`src/sensor_cfg_pkg.sv`:
```
// shared constants and carriers for the sensor configuration and shutter block
package sensor_cfg_pkg;

    // ========================================================
    // configuration word layout
    localparam int WORD_W = 16;
    localparam int INDEX_MSB = 15;
    localparam int INDEX_LSB = 12;
    localparam int VALUE_MSB = 11;
    localparam int VALUE_LSB = 0;

    typedef struct packed {
        logic [3:0] index;
        logic [11:0] value;
    } cfg_word_s;

    // ========================================================
    // register indices
    localparam logic [3:0] IDX_AMPLIFIER = 4'h0;
    localparam logic [3:0] IDX_COARSE = 4'h1;
    localparam logic [3:0] IDX_FINE = 4'h2;
    localparam logic [3:0] IDX_CONVERTER = 4'h3;
    localparam logic [3:0] IDX_EXPOSURE = 4'h4;
    localparam logic [3:0] IDX_COL_START = 4'h5;
    localparam logic [3:0] IDX_ROW_START = 4'h6;
    localparam logic [3:0] IDX_GRANULARITY = 4'h7;

    // ========================================================
    // field positions
    localparam int DUAL_OUT_BIT = 5;
    localparam int STANDBY_N_BIT = 6;
    localparam int DRIVE_BIT = 0;
    localparam int LINEAR_BIT = 1;
    localparam int POLARITY_BIT = 2;

    // ========================================================
    // reset values
    localparam logic [6:0] AMP_RST = 7'h00;
    localparam logic [6:0] COARSE_RST = 7'h00;
    localparam logic [6:0] FINE_RST = 7'h40;
    localparam logic [2:0] CONV_RST = 3'h0;
    localparam logic [11:0] EXPOSURE_RST = 12'h00A;
    localparam logic [10:0] START_RST = 11'h000;
    localparam logic [1:0] GRAN_RST = 2'h0;

    // ========================================================
    // shutter sequencer timing, in granulated periods
    localparam logic [2:0] RESET_TICKS = 3'h4;
    localparam logic [2:0] SETTLE_TICKS = 3'h2;
    localparam int GRAN_BASE_LOG2 = 5;

    typedef enum logic [2:0] {
        SH_IDLE = 3'b000,
        SH_HOLD_BEGIN = 3'b001,
        SH_ARRAY_RESET = 3'b011,
        SH_INTEGRATE = 3'b010,
        SH_HOLD_END = 3'b110,
        SH_SETTLE = 3'b111
    } shutter_state_e;

    typedef struct packed {
        logic exposure_begin;
        logic exposure_end;
        logic line_advance;
        logic frame_begin;
        logic column_pointer_load;
    } strobes_s;

endpackage : sensor_cfg_pkg

```
`src/sensor_config_and_shutter_control.sv`:
```
// configuration upload, output options, roi pointers and global shutter
//
// Behaviour
// - dual enable runs both amplifier paths, else muxes to output one
// - standby bit low puts whole output amplifier in standby
// - coarse offset field sets black reference, all ones highest
// - drive bit low tristates the pixel code outputs
// - linear bit one gives linear transfer, zero a compressive law
// - polarity zero inverts every bit of the conversion result
// - port select one picks parallel, else serial select picks serial
// - parallel strobe latches word: bits 15:12 index, 11:0 value
// - serial load strobe moves shifted word into register, same split
// - frame begin loads row start, line advance loads column start
// - sequencer suspended while exposure begin or end is asserted
// - integration timer reaches length, elapsed high one granulated period
// - four granulated periods of reset; counting starts after begin falls
// - two granulated periods make the array readable after exposure end
`timescale 1ns/1ps
`default_nettype none
module sensor_config_and_shutter_control (
    // clock and reset
    input wire logic clk,
    input wire logic rst_n,
    // interface selection straps
    input wire logic port_select,
    input wire logic serial_select,
    // parallel configuration port
    input wire sensor_cfg_pkg::cfg_word_s parallel_word,
    input wire logic parallel_write_strobe,
    // serial configuration port
    input wire logic serial_clock,
    input wire logic serial_data,
    input wire logic serial_load_strobe,
    // sequencer strobes
    input wire sensor_cfg_pkg::strobes_s strobes,
    // converter raw sample
    input wire logic [9:0] raw_sample,
    // amplifier controls
    output logic path_two_active,
    output logic mux_to_output_one,
    output logic amplifier_active,
    output logic [6:0] coarse_offset_level,
    output logic [6:0] fine_offset_trim,
    // pixel code pins
    output logic [9:0] pixel_code_out,
    output logic [9:0] pixel_code_oe,
    // readout pointers and shutter status
    output logic [10:0] row_pointer,
    output logic [10:0] column_pointer,
    output logic exposure_elapsed,
    output logic array_readable
);
    import sensor_cfg_pkg::*;

    // ========================================================
    // configuration upload
    logic par_q_r, ser_q_r, sclk_q_r;
    logic [15:0] shift_word;
    logic par_write, ser_write, cfg_write;
    cfg_word_s cfg_word;
    logic [6:0] amp_r, amp_nxt, coarse_r, coarse_nxt, fine_r, fine_nxt;
    logic [2:0] conv_r, conv_nxt;
    logic [11:0] exp_len_r, exp_len_nxt;
    logic [10:0] col_start_r, col_start_nxt, row_start_r, row_start_nxt;
    logic [1:0] gran_r, gran_nxt;

    function automatic logic write_to(input cfg_word_s w,
                                      input logic [3:0] idx);
        write_to = (w.index == idx);
    endfunction : write_to

    serial_word_shifter u_shift (
        .clk(clk),
        .rst_n(rst_n),
        .shift_en(serial_clock && !sclk_q_r && !port_select),
        .bit_in(serial_data),
        .word_r(shift_word)
    );

    // strobe edges so a strobe held for many cycles writes once
    always_comb begin
        par_write = parallel_write_strobe && !par_q_r && port_select;
        ser_write = serial_load_strobe && !ser_q_r && !port_select
                    && serial_select;
        cfg_word = par_write ? parallel_word
                             : cfg_word_s'(shift_word);
        cfg_write = par_write || ser_write;
        amp_nxt = amp_r;
        coarse_nxt = coarse_r;
        fine_nxt = fine_r;
        conv_nxt = conv_r;
        exp_len_nxt = exp_len_r;
        col_start_nxt = col_start_r;
        row_start_nxt = row_start_r;
        gran_nxt = gran_r;
        if (cfg_write) begin
            if (write_to(cfg_word, IDX_AMPLIFIER))
                amp_nxt = cfg_word.value[6:0];
            if (write_to(cfg_word, IDX_COARSE))
                coarse_nxt = cfg_word.value[6:0];
            if (write_to(cfg_word, IDX_FINE)) fine_nxt = cfg_word.value[6:0];
            if (write_to(cfg_word, IDX_CONVERTER))
                conv_nxt = cfg_word.value[2:0];
            if (write_to(cfg_word, IDX_EXPOSURE)) exp_len_nxt = cfg_word.value;
            if (write_to(cfg_word, IDX_COL_START))
                col_start_nxt = cfg_word.value[10:0];
            if (write_to(cfg_word, IDX_ROW_START))
                row_start_nxt = cfg_word.value[10:0];
            if (write_to(cfg_word, IDX_GRANULARITY))
                gran_nxt = cfg_word.value[1:0];
        end
    end

    always_ff @(posedge clk or negedge rst_n) begin
        if (!rst_n) begin
            par_q_r <= 1'b0;
            ser_q_r <= 1'b0;
            sclk_q_r <= 1'b0;
            amp_r <= AMP_RST;
            coarse_r <= COARSE_RST;
            fine_r <= FINE_RST;
            conv_r <= CONV_RST;
            exp_len_r <= EXPOSURE_RST;
            col_start_r <= START_RST;
            row_start_r <= START_RST;
            gran_r <= GRAN_RST;
        end else begin
            par_q_r <= parallel_write_strobe;
            ser_q_r <= serial_load_strobe;
            sclk_q_r <= serial_clock;
            amp_r <= amp_nxt;
            coarse_r <= coarse_nxt;
            fine_r <= fine_nxt;
            conv_r <= conv_nxt;
            exp_len_r <= exp_len_nxt;
            col_start_r <= col_start_nxt;
            row_start_r <= row_start_nxt;
            gran_r <= gran_nxt;
        end
    end

    // ========================================================
    // output amplifier and converter options
    // compressive law: steep in the dark, flat in the bright
    function automatic logic [9:0] transfer(input logic [9:0] x,
                                            input logic linear);
        if (linear) transfer = x;
        else if (x < 10'h080) transfer = {x[7:0], 2'b00};
        else if (x < 10'h180) transfer = 10'h200 + (x - 10'h080);
        else transfer = 10'h300 + ((x - 10'h180) >> 2);
    endfunction : transfer

    logic [9:0] code_nxt;

    always_comb begin
        code_nxt = transfer(raw_sample, conv_r[LINEAR_BIT]);
        if (!conv_r[POLARITY_BIT]) code_nxt = ~code_nxt;
    end

    always_ff @(posedge clk or negedge rst_n) begin
        if (!rst_n) begin
            path_two_active <= 1'b0;
            mux_to_output_one <= 1'b1;
            amplifier_active <= 1'b0;
            coarse_offset_level <= COARSE_RST;
            fine_offset_trim <= FINE_RST;
            pixel_code_out <= 10'h000;
            pixel_code_oe <= 10'h000;
        end else begin
            path_two_active <= amp_r[DUAL_OUT_BIT]
                               && amp_r[STANDBY_N_BIT];
            mux_to_output_one <= !amp_r[DUAL_OUT_BIT];
            amplifier_active <= amp_r[STANDBY_N_BIT];
            coarse_offset_level <= coarse_r;
            fine_offset_trim <= fine_r;
            pixel_code_out <= code_nxt;
            pixel_code_oe <= {10{conv_r[DRIVE_BIT]}};
        end
    end

    // ========================================================
    // region of interest pointers
    logic [10:0] row_nxt, col_nxt;

    always_comb begin
        row_nxt = row_pointer;
        col_nxt = column_pointer;
        if (strobes.frame_begin) row_nxt = row_start_r;
        else if (strobes.line_advance) row_nxt = row_pointer + 11'h001;
        if (strobes.line_advance || strobes.column_pointer_load)
            col_nxt = col_start_r;
    end

    always_ff @(posedge clk or negedge rst_n) begin
        if (!rst_n) begin
            row_pointer <= START_RST;
            column_pointer <= START_RST;
        end else begin
            row_pointer <= row_nxt;
            column_pointer <= col_nxt;
        end
    end

    // ========================================================
    // global shutter sequencer
    shutter_state_e state_r, state_nxt;
    logic [7:0] gran_cnt_r, gran_cnt_nxt, gran_max;
    logic [2:0] phase_r, phase_nxt;
    logic [11:0] int_cnt_r, int_cnt_nxt;
    logic elapsed_nxt, readable_nxt, tick, held;

    always_comb begin
        gran_max = 8'(({8'h01} << (GRAN_BASE_LOG2 + int'(gran_r))) - 1);
        tick = (gran_cnt_r == gran_max);
        held = strobes.exposure_begin || strobes.exposure_end;
        state_nxt = state_r;
        gran_cnt_nxt = tick ? 8'h00 : gran_cnt_r + 8'h01;
        phase_nxt = phase_r;
        int_cnt_nxt = int_cnt_r;
        elapsed_nxt = exposure_elapsed;
        readable_nxt = array_readable;
        if (held) gran_cnt_nxt = 8'h00;
        if (tick && !held) elapsed_nxt = 1'b0;
        if (strobes.exposure_begin) begin
            state_nxt = SH_HOLD_BEGIN;
            readable_nxt = 1'b0;
            elapsed_nxt = 1'b0;
        end else begin
            unique case (state_r)
                SH_IDLE: ;
                SH_HOLD_BEGIN: begin
                    state_nxt = SH_ARRAY_RESET;
                    phase_nxt = 3'h0;
                    int_cnt_nxt = 12'h000;
                    gran_cnt_nxt = 8'h00;
                end
                SH_ARRAY_RESET, SH_INTEGRATE: begin
                    if (strobes.exposure_end) begin
                        state_nxt = SH_HOLD_END;
                    end else if (tick) begin
                        if (int_cnt_r != exp_len_r) begin
                            int_cnt_nxt = int_cnt_r + 12'h001;
                            if (int_cnt_r + 12'h001 == exp_len_r)
                                elapsed_nxt = 1'b1;
                        end
                        phase_nxt = phase_r + 3'h1;
                        if (state_r == SH_ARRAY_RESET
                            && phase_r == RESET_TICKS - 3'h1)
                            state_nxt = SH_INTEGRATE;
                    end
                end
                SH_HOLD_END: begin
                    if (!strobes.exposure_end) begin
                        state_nxt = SH_SETTLE;
                        phase_nxt = 3'h0;
                        gran_cnt_nxt = 8'h00;
                    end
                end
                SH_SETTLE: begin
                    if (tick) begin
                        phase_nxt = phase_r + 3'h1;
                        if (phase_r == SETTLE_TICKS - 3'h1) begin
                            state_nxt = SH_IDLE;
                            readable_nxt = 1'b1;
                        end
                    end
                end
                default: state_nxt = SH_IDLE;
            endcase
        end
    end

    always_ff @(posedge clk or negedge rst_n) begin
        if (!rst_n) begin
            state_r <= SH_IDLE;
            gran_cnt_r <= 8'h00;
            phase_r <= 3'h0;
            int_cnt_r <= 12'h000;
            exposure_elapsed <= 1'b0;
            array_readable <= 1'b0;
        end else begin
            state_r <= state_nxt;
            gran_cnt_r <= gran_cnt_nxt;
            phase_r <= phase_nxt;
            int_cnt_r <= int_cnt_nxt;
            exposure_elapsed <= elapsed_nxt;
            array_readable <= readable_nxt;
        end
    end

    logic [8:0] high_cnt_r;
    always_ff @(posedge clk or negedge rst_n) begin
        if (!rst_n) high_cnt_r <= 9'h000;
        else if (exposure_elapsed && !held) high_cnt_r <= high_cnt_r + 9'h001;
        else if (!exposure_elapsed) high_cnt_r <= 9'h000;
    end
endmodule : sensor_config_and_shutter_control
`default_nettype wire

```
`src/serial_word_shifter.sv`:
```
// sixteen-bit shift buffer for the serial configuration port
`timescale 1ns/1ps
`default_nettype none
module serial_word_shifter (
    // clock and reset
    input wire logic clk,
    input wire logic rst_n,
    // shift request
    input wire logic shift_en,
    input wire logic bit_in,
    // buffered word
    output logic [15:0] word_r
);
    import sensor_cfg_pkg::*;

    logic [15:0] word_nxt;

    // msb first: each new bit enters at the bottom
    always_comb begin
        word_nxt = word_r;
        if (shift_en) begin
            word_nxt = {word_r[14:0], bit_in};
        end
    end

    always_ff @(posedge clk or negedge rst_n) begin
        if (!rst_n) begin
            word_r <= 16'h0000;
        end else begin
            word_r <= word_nxt;
        end
    end

endmodule : serial_word_shifter
`default_nettype wire

```
`config.mk`:
```
export PLATFORM = sky130hd
export DESIGN_NAME = sensor_config_and_shutter_control
export DESIGN_NICKNAME = d
export VERILOG_FILES = /design/src/sensor_cfg_pkg.sv /design/src/sensor_config_and_shutter_control.sv /design/src/serial_word_shifter.sv
export SDC_FILE = /design/constraint.sdc
export NUM_CORES = 1
export LEC_CHECK = 0
export BUFFER_PORTS_ARGS = -buffer_cell sky130_fd_sc_hd__buf_4
export CAP_MARGIN = 30
export CORE_AREA = 2 2 111 113
export CTS_CLUSTER_DIAMETER = 60
export DETAILED_ROUTE_END_ITERATION = 8
export DIE_AREA = 0 0 113 115
export PLACE_DENSITY = 0.78
export SLEW_MARGIN = 20
export SYNTH_ARGS = -nofsm -noshare
export SYNTH_HDL_FRONTEND = slang
export SYNTH_SLANG_ARGS = --single-unit
```
`constraint.sdc`:
```
create_clock -name clk -period 5.7 [get_ports clk]
set_clock_uncertainty 0.05 [all_clocks]
set_input_delay 0.57 -clock clk [delete_from_list [all_inputs] [get_ports clk]]
set_output_delay 0.57 -clock clk [all_outputs]
set_load 0.1 [all_outputs]
```
Yosys cells after proc, flatten, opt, wreduce, memory -nomap -nowiden
Index checks and enable logic that the tools add are counted.
Widths: inputs -> output; s select.
- register bits after elaboration: 157
- latch bits: 0
- RAM bits: 0
- ROM bits: 0
- input bits: 39
- output and inout port bits: 61
- word-level logic and storage cells: 148
- memories: 0
- $add $sub $neg: 10
- multipliers: 0
- div/mod/pow operators: 0
- magnitude comparators: 2
- equality and inequality tests: 27
- shifts and indexed selects: 1
- multiplexer cells: 39
- bitwise gates (word level): 2
- reductions and logical operators: 40
- operators by type and width (kind ; number):
    $mux 10 ; 4
    $mux 12 ; 3
    $mux 8 ; 4
    $mux 3 ; 10
    $pmux 12 s2 ; 1
    $mux 11 ; 2
    $eq 4x3->1 const B ; 4
    $mux 16 ; 1
    $pmux 8 s2 ; 1
    $reduce_and 2->1 ; 8
    $pmux 3 s5 ; 1
    $add 12x1->12 const B ; 1
    $eq 12x12->1 ; 1
    $ne 12x12->1 ; 1
    $pmux 3 s4 ; 1
    $add 11x1->11 const B ; 1
    $mux 1 ; 11
    $add 10x10->10 const A ; 1
    $add 9x9->10 const A ; 1
    $logic_and 1x1->1 ; 10
    $lt 10x8->1 const B ; 1
    $lt 10x9->1 const B ; 1
    $ne 2x2->1 const B ; 5
    $not 10->10 ; 1
    other kinds (27) ; 46

Longest topological paths before layout
- depth in word-level cells: 12
- depth in mapped cells: 8
- depth with buffers taken out: 8

By module
Synthesis repeated with hierarchy kept, for this count alone.
- cells, all modules: 654
- area total of the unflattened synthesis: 6991.7 µm²
- by module, submodules not included (module ; times used ; cells an instance ; area each (µm²)):
    sensor_config_and_shutter_control ; 1 ; 620 ; 6342.3
    serial_word_shifter ; 1 ; 34 ; 649.4

Worst setup path before layout
OpenSTA, ideal clock, no wires.
- path type: register to register
- start point: reg row_pointer[3]
- end point: reg row_pointer[10]
- library setup time: 83 ps
- data arrival time: 2051 ps
- data required time: 5567 ps
- slack: 3517 ps
- stages on the path, launching flop included: 7
- path buffers: 0
- cell sequence: dfrtp_1 and3_1 and3_1 and3_1 nand4_1 xor2_1 o21ai_0
- longest elaborated chain between the ends: 3
- ends and longest elaborated chain (what ; RTL line ; RTL):
    from (decl) ; sensor_config_and_shutter_control.sv:48 ; output logic [10:0] row_pointer,
    from (signal assigned) ; sensor_config_and_shutter_control.sv:199 ; row_pointer <= row_nxt;
    $add 11x1->11 ; sensor_config_and_shutter_control.sv:189 ; else if (strobes.line_advance) row_nxt = row_pointer + 11'h001;
    $mux 11 ; sensor_config_and_shutter_control.sv:189 ;
    $mux 11 ; sensor_config_and_shutter_control.sv:188 ; if (strobes.frame_begin) row_nxt = row_start_r;
Every way passes these cells. The select of a mux whose other input is x is not followed.
A chain may end at the register's enable or synchronous reset.

Worst setup path in the final report
- start point: reg gran_cnt_r[5]
- end point: reg int_cnt_r[6]
- longest elaborated chain between the ends: 3
- ends and longest elaborated chain (what ; RTL line ; RTL):
    from (decl) ; sensor_config_and_shutter_control.sv:207 ; logic [7:0] gran_cnt_r, gran_cnt_nxt, gran_max;
    from (signal assigned) ; sensor_config_and_shutter_control.sv:283 ; gran_cnt_r <= gran_cnt_nxt;
    $eq 8x8->1 ; sensor_config_and_shutter_control.sv:214 ; tick = (gran_cnt_r == gran_max);
    $ne 2x2->1 (no line) ; -- ;
    $reduce_and 5->1 (no line) ; -- ;
    to (signal assigned) ; sensor_config_and_shutter_control.sv:285 ; int_cnt_r <= int_cnt_nxt;
    to (decl) ; sensor_config_and_shutter_control.sv:209 ; logic [11:0] int_cnt_r, int_cnt_nxt;
Every way passes these cells.

==> key figures <==
Status
  – Status: finished with violations
  – Failing checks: DRC

Detailed routing
  – WL/cell: 17.0 um
  – Antenna Nets Post-Route: 0
  – DRT Wirelength: 15,500 um
  – First-pass DRT Iterations: 7
  – Vias per cell: 5.75
  – First DRT Iteration DRCs: approximately 390
  – DR vias: 5,244
  – # DRC: 8

Critical path
  – Nature of the critical path startpoint: flop
  – Worst r2r src: gran_cnt_r[5]
  – CP Data Arrival Time: 2.64 ns
  – Critical path class: reg -> reg
  – Worst-path fanout max: 16
  – CP Capture Type: flop
  – Worst Path Required: roughly 6.0 ns
  – Critical Path Start: gran_cnt_r[5]

Placed design
  – Placement Cell Area: 7780 um^2
  – I/O Buffers: 99
  – Final GP Congestion: 0.917
  – Cell count after placement: between 800 and 900
  – HPWL Detailed: 10,600 um

Die
  – Die area: 13,000 um^2
  – Initial Util: 0.593
  – Die Width: 113 um
  – Rows: 40
  – Core Region: 11,800 um^2
  – Die Ht: 115 um
  – # IOs: 100

Synthesis
  – Async set-reset flop share out of synthesis: 1.00
  – Cell area after synthesis: 7010 um^2
  – Top FF cell, synth: dfrtp_1
  – Total nets after synthesis: 716
  – Post-synth EDFFs: 0
  – Post-synthesis sequential area ratio: 0.544
  – Synth Warn #: 0
  – Avg Cell Area, Syn: roughly 10 um^2
  – Synth Register Bits: 152
  – Syn Inst Count: roughly 670
  – Netlist cell types: 62

Min path
  – Min-Delay Path Class: in -> async

Global route
  – GRT Residual Overflow: 0
  – Pin count of the biggest net entering global routing: 88
  – First-pass GRT wire length: 26,000 um
  – Vias in the first global route: 5,269
  – Gr usage total: 0.254
  – Antenna violations before repair: 0

Pwr
  – Worst vdd ir: 0.192 mV
  – PwrDens: 380 nW/um^2
  – P_leak: 4.02 nW
  – Total Power: 0.00319 W

Clock tree
  – Clock sinks: 152
  – H-tree depth: 4
  – Post-CTS Setup Bufs: 0
  – Hold Buf Count CTS: 0
  – Root buf cell: clkbuf_16
  – CTS tree: done
  – Clock transition at path regs: 0.06 ns
  – CTS Buf Count: 17
  – Clock latency on the worst-skew pair: approximately 0.42 ns
  – Clk buf depth: 2
  – CTS resizes: 0

Layout
  – Antenna cell count: 0
  – Net count, final: 800
  – Design area: between 8000 and 9000 um^2
  – Commonest non-fill, non-tap cell in the layout: dfrtp_1
  – Finished Layout Cells: about 910
  – Most frequent cells in the layout: dfrtp_1 (147), buf_4 (102), nor2_1 (71), nand2_1 (56)
  – Fraction of layout cells with a size suffix above 1: 0.235
  – P&R area growth vs syn: 19.7%

STA
  – Max Slew Vio Count: 0
  – RSZ-0062 raised after global routing: false
  – Tcrit/Tclk final: 0.416
  – Final hold violations: 0
  – Max Fclk: 0.421 GHz
  – Period minus WS final: approximately 2.4 ns
  – Fin Setup TNS: 0 ns
  – Worst relative slew slack: 0.458
  – Final Setup Violations: 0
  – Slew @ Worst Pin: 0.790 ns

Job
  – # Max-Cap Violations: 0
cells by family (layout without fill, tap and decap cells):
kind of cell / after synthesis / count (layout) / synth area share
AO/OA/AOI/OAI: 148 / 148 / 0.127
XOR/XNOR: 45 / 45 / 0.0563
adder cells (fa/ha/maj): 10 / 10 / 0.0175
buffers and inverters: 62 / 159 / 0.0405
flip-flops: 152 / 152 / 0.544
multiplexers: 48 / 48 / 0.0732
AND/OR/NAND/NOR: 203 / 203 / 0.142
state kept, by name, summed over array words and instances (netlist names), 8 cells and up:
| name | count |
|---|---|
| int_cnt_r | 12 |
| col_start_r | 11 |
| column_pointer | 11 |
| gran_cnt_r | 8 |
| exp_len_r | 12 |
| row_start_r | 11 |
| row_pointer | 11 |
| u_shift.word_r | 16 |
| pixel_code_out | 10 |
critical path, cell delays in order, from the launching register on:
cell       delay [ns]
dfrtp_1          0.43
or2_1            0.26
a2111oi_2        0.34
o21a_2           0.25
nand4_2          0.41
a22o_1           0.34
a21o_1           0.17
where the power goes:
part           switching [W]  internal, W
clock               0.000423     0.000703
sequential          0.000102      0.00121
combinational       0.000539     0.000213
per-layer routing:
layer,global-route usage,wire length [um],vias to the layer above
li1,-,-,2478
met1,0.341,6730,2599
met2,0.420,7770,147
met3,0.0538,759,20
met4,0.0846,204,0
met5,0,0,-
cells in the mapped netlist, types with 7 or more instances:
cell,number,area (um^2)
mux2i_1,22,220
dfrtp_1,147,3680
xnor2_1,22,193
xor2_1,23,201
nand2_1,56,210
buf_2,11,55.1
a21oi_1,50,250
mux2_2,26,293
clkbuf_1,18,67.6
nand3_1,20,100
nand4_1,7,43.8
nor2_1,71,267
ha_1,9,113
inv_1,21,78.8
buf_4,10,75.1
o21ai_0,50,250
final cells by class:
cell class	count	area, um^2
clock buffers	26	509
clock inverters	6	86.3
well taps	147	184
fillers	861	3430
inverters	21	78.8
flip-flops and latches	152	3810
repair buffers	106	798
multi-input cells	454	2920
stage by stage:
stage               setup slack [ns]  hold WS, ns  utilization
floorplan                       3.52        0.224            -
global placement                2.48        0.315        0.656
detailed placement              3.10        0.311        0.659
CTS                             3.34        0.178        0.709
global route                    3.16        0.199        0.710
finish                          3.33        0.121        0.710
path summary, 6_finish.rpt:
check,endpoint,slack (ns),depth (start not counted)
worst max-delay path,int_cnt_r[6],3.33,6
worst min-delay path,pixel_code_out[9],0.12,1
worst max register to register,int_cnt_r[6],3.33,6
worst min register to register,fine_offset_trim[1],0.33,0
max in group asynchronous,int_cnt_r[9],4.16,2
min in group clk,ser_q_r,0.21,1
Power figures use the tool's default switching activity.
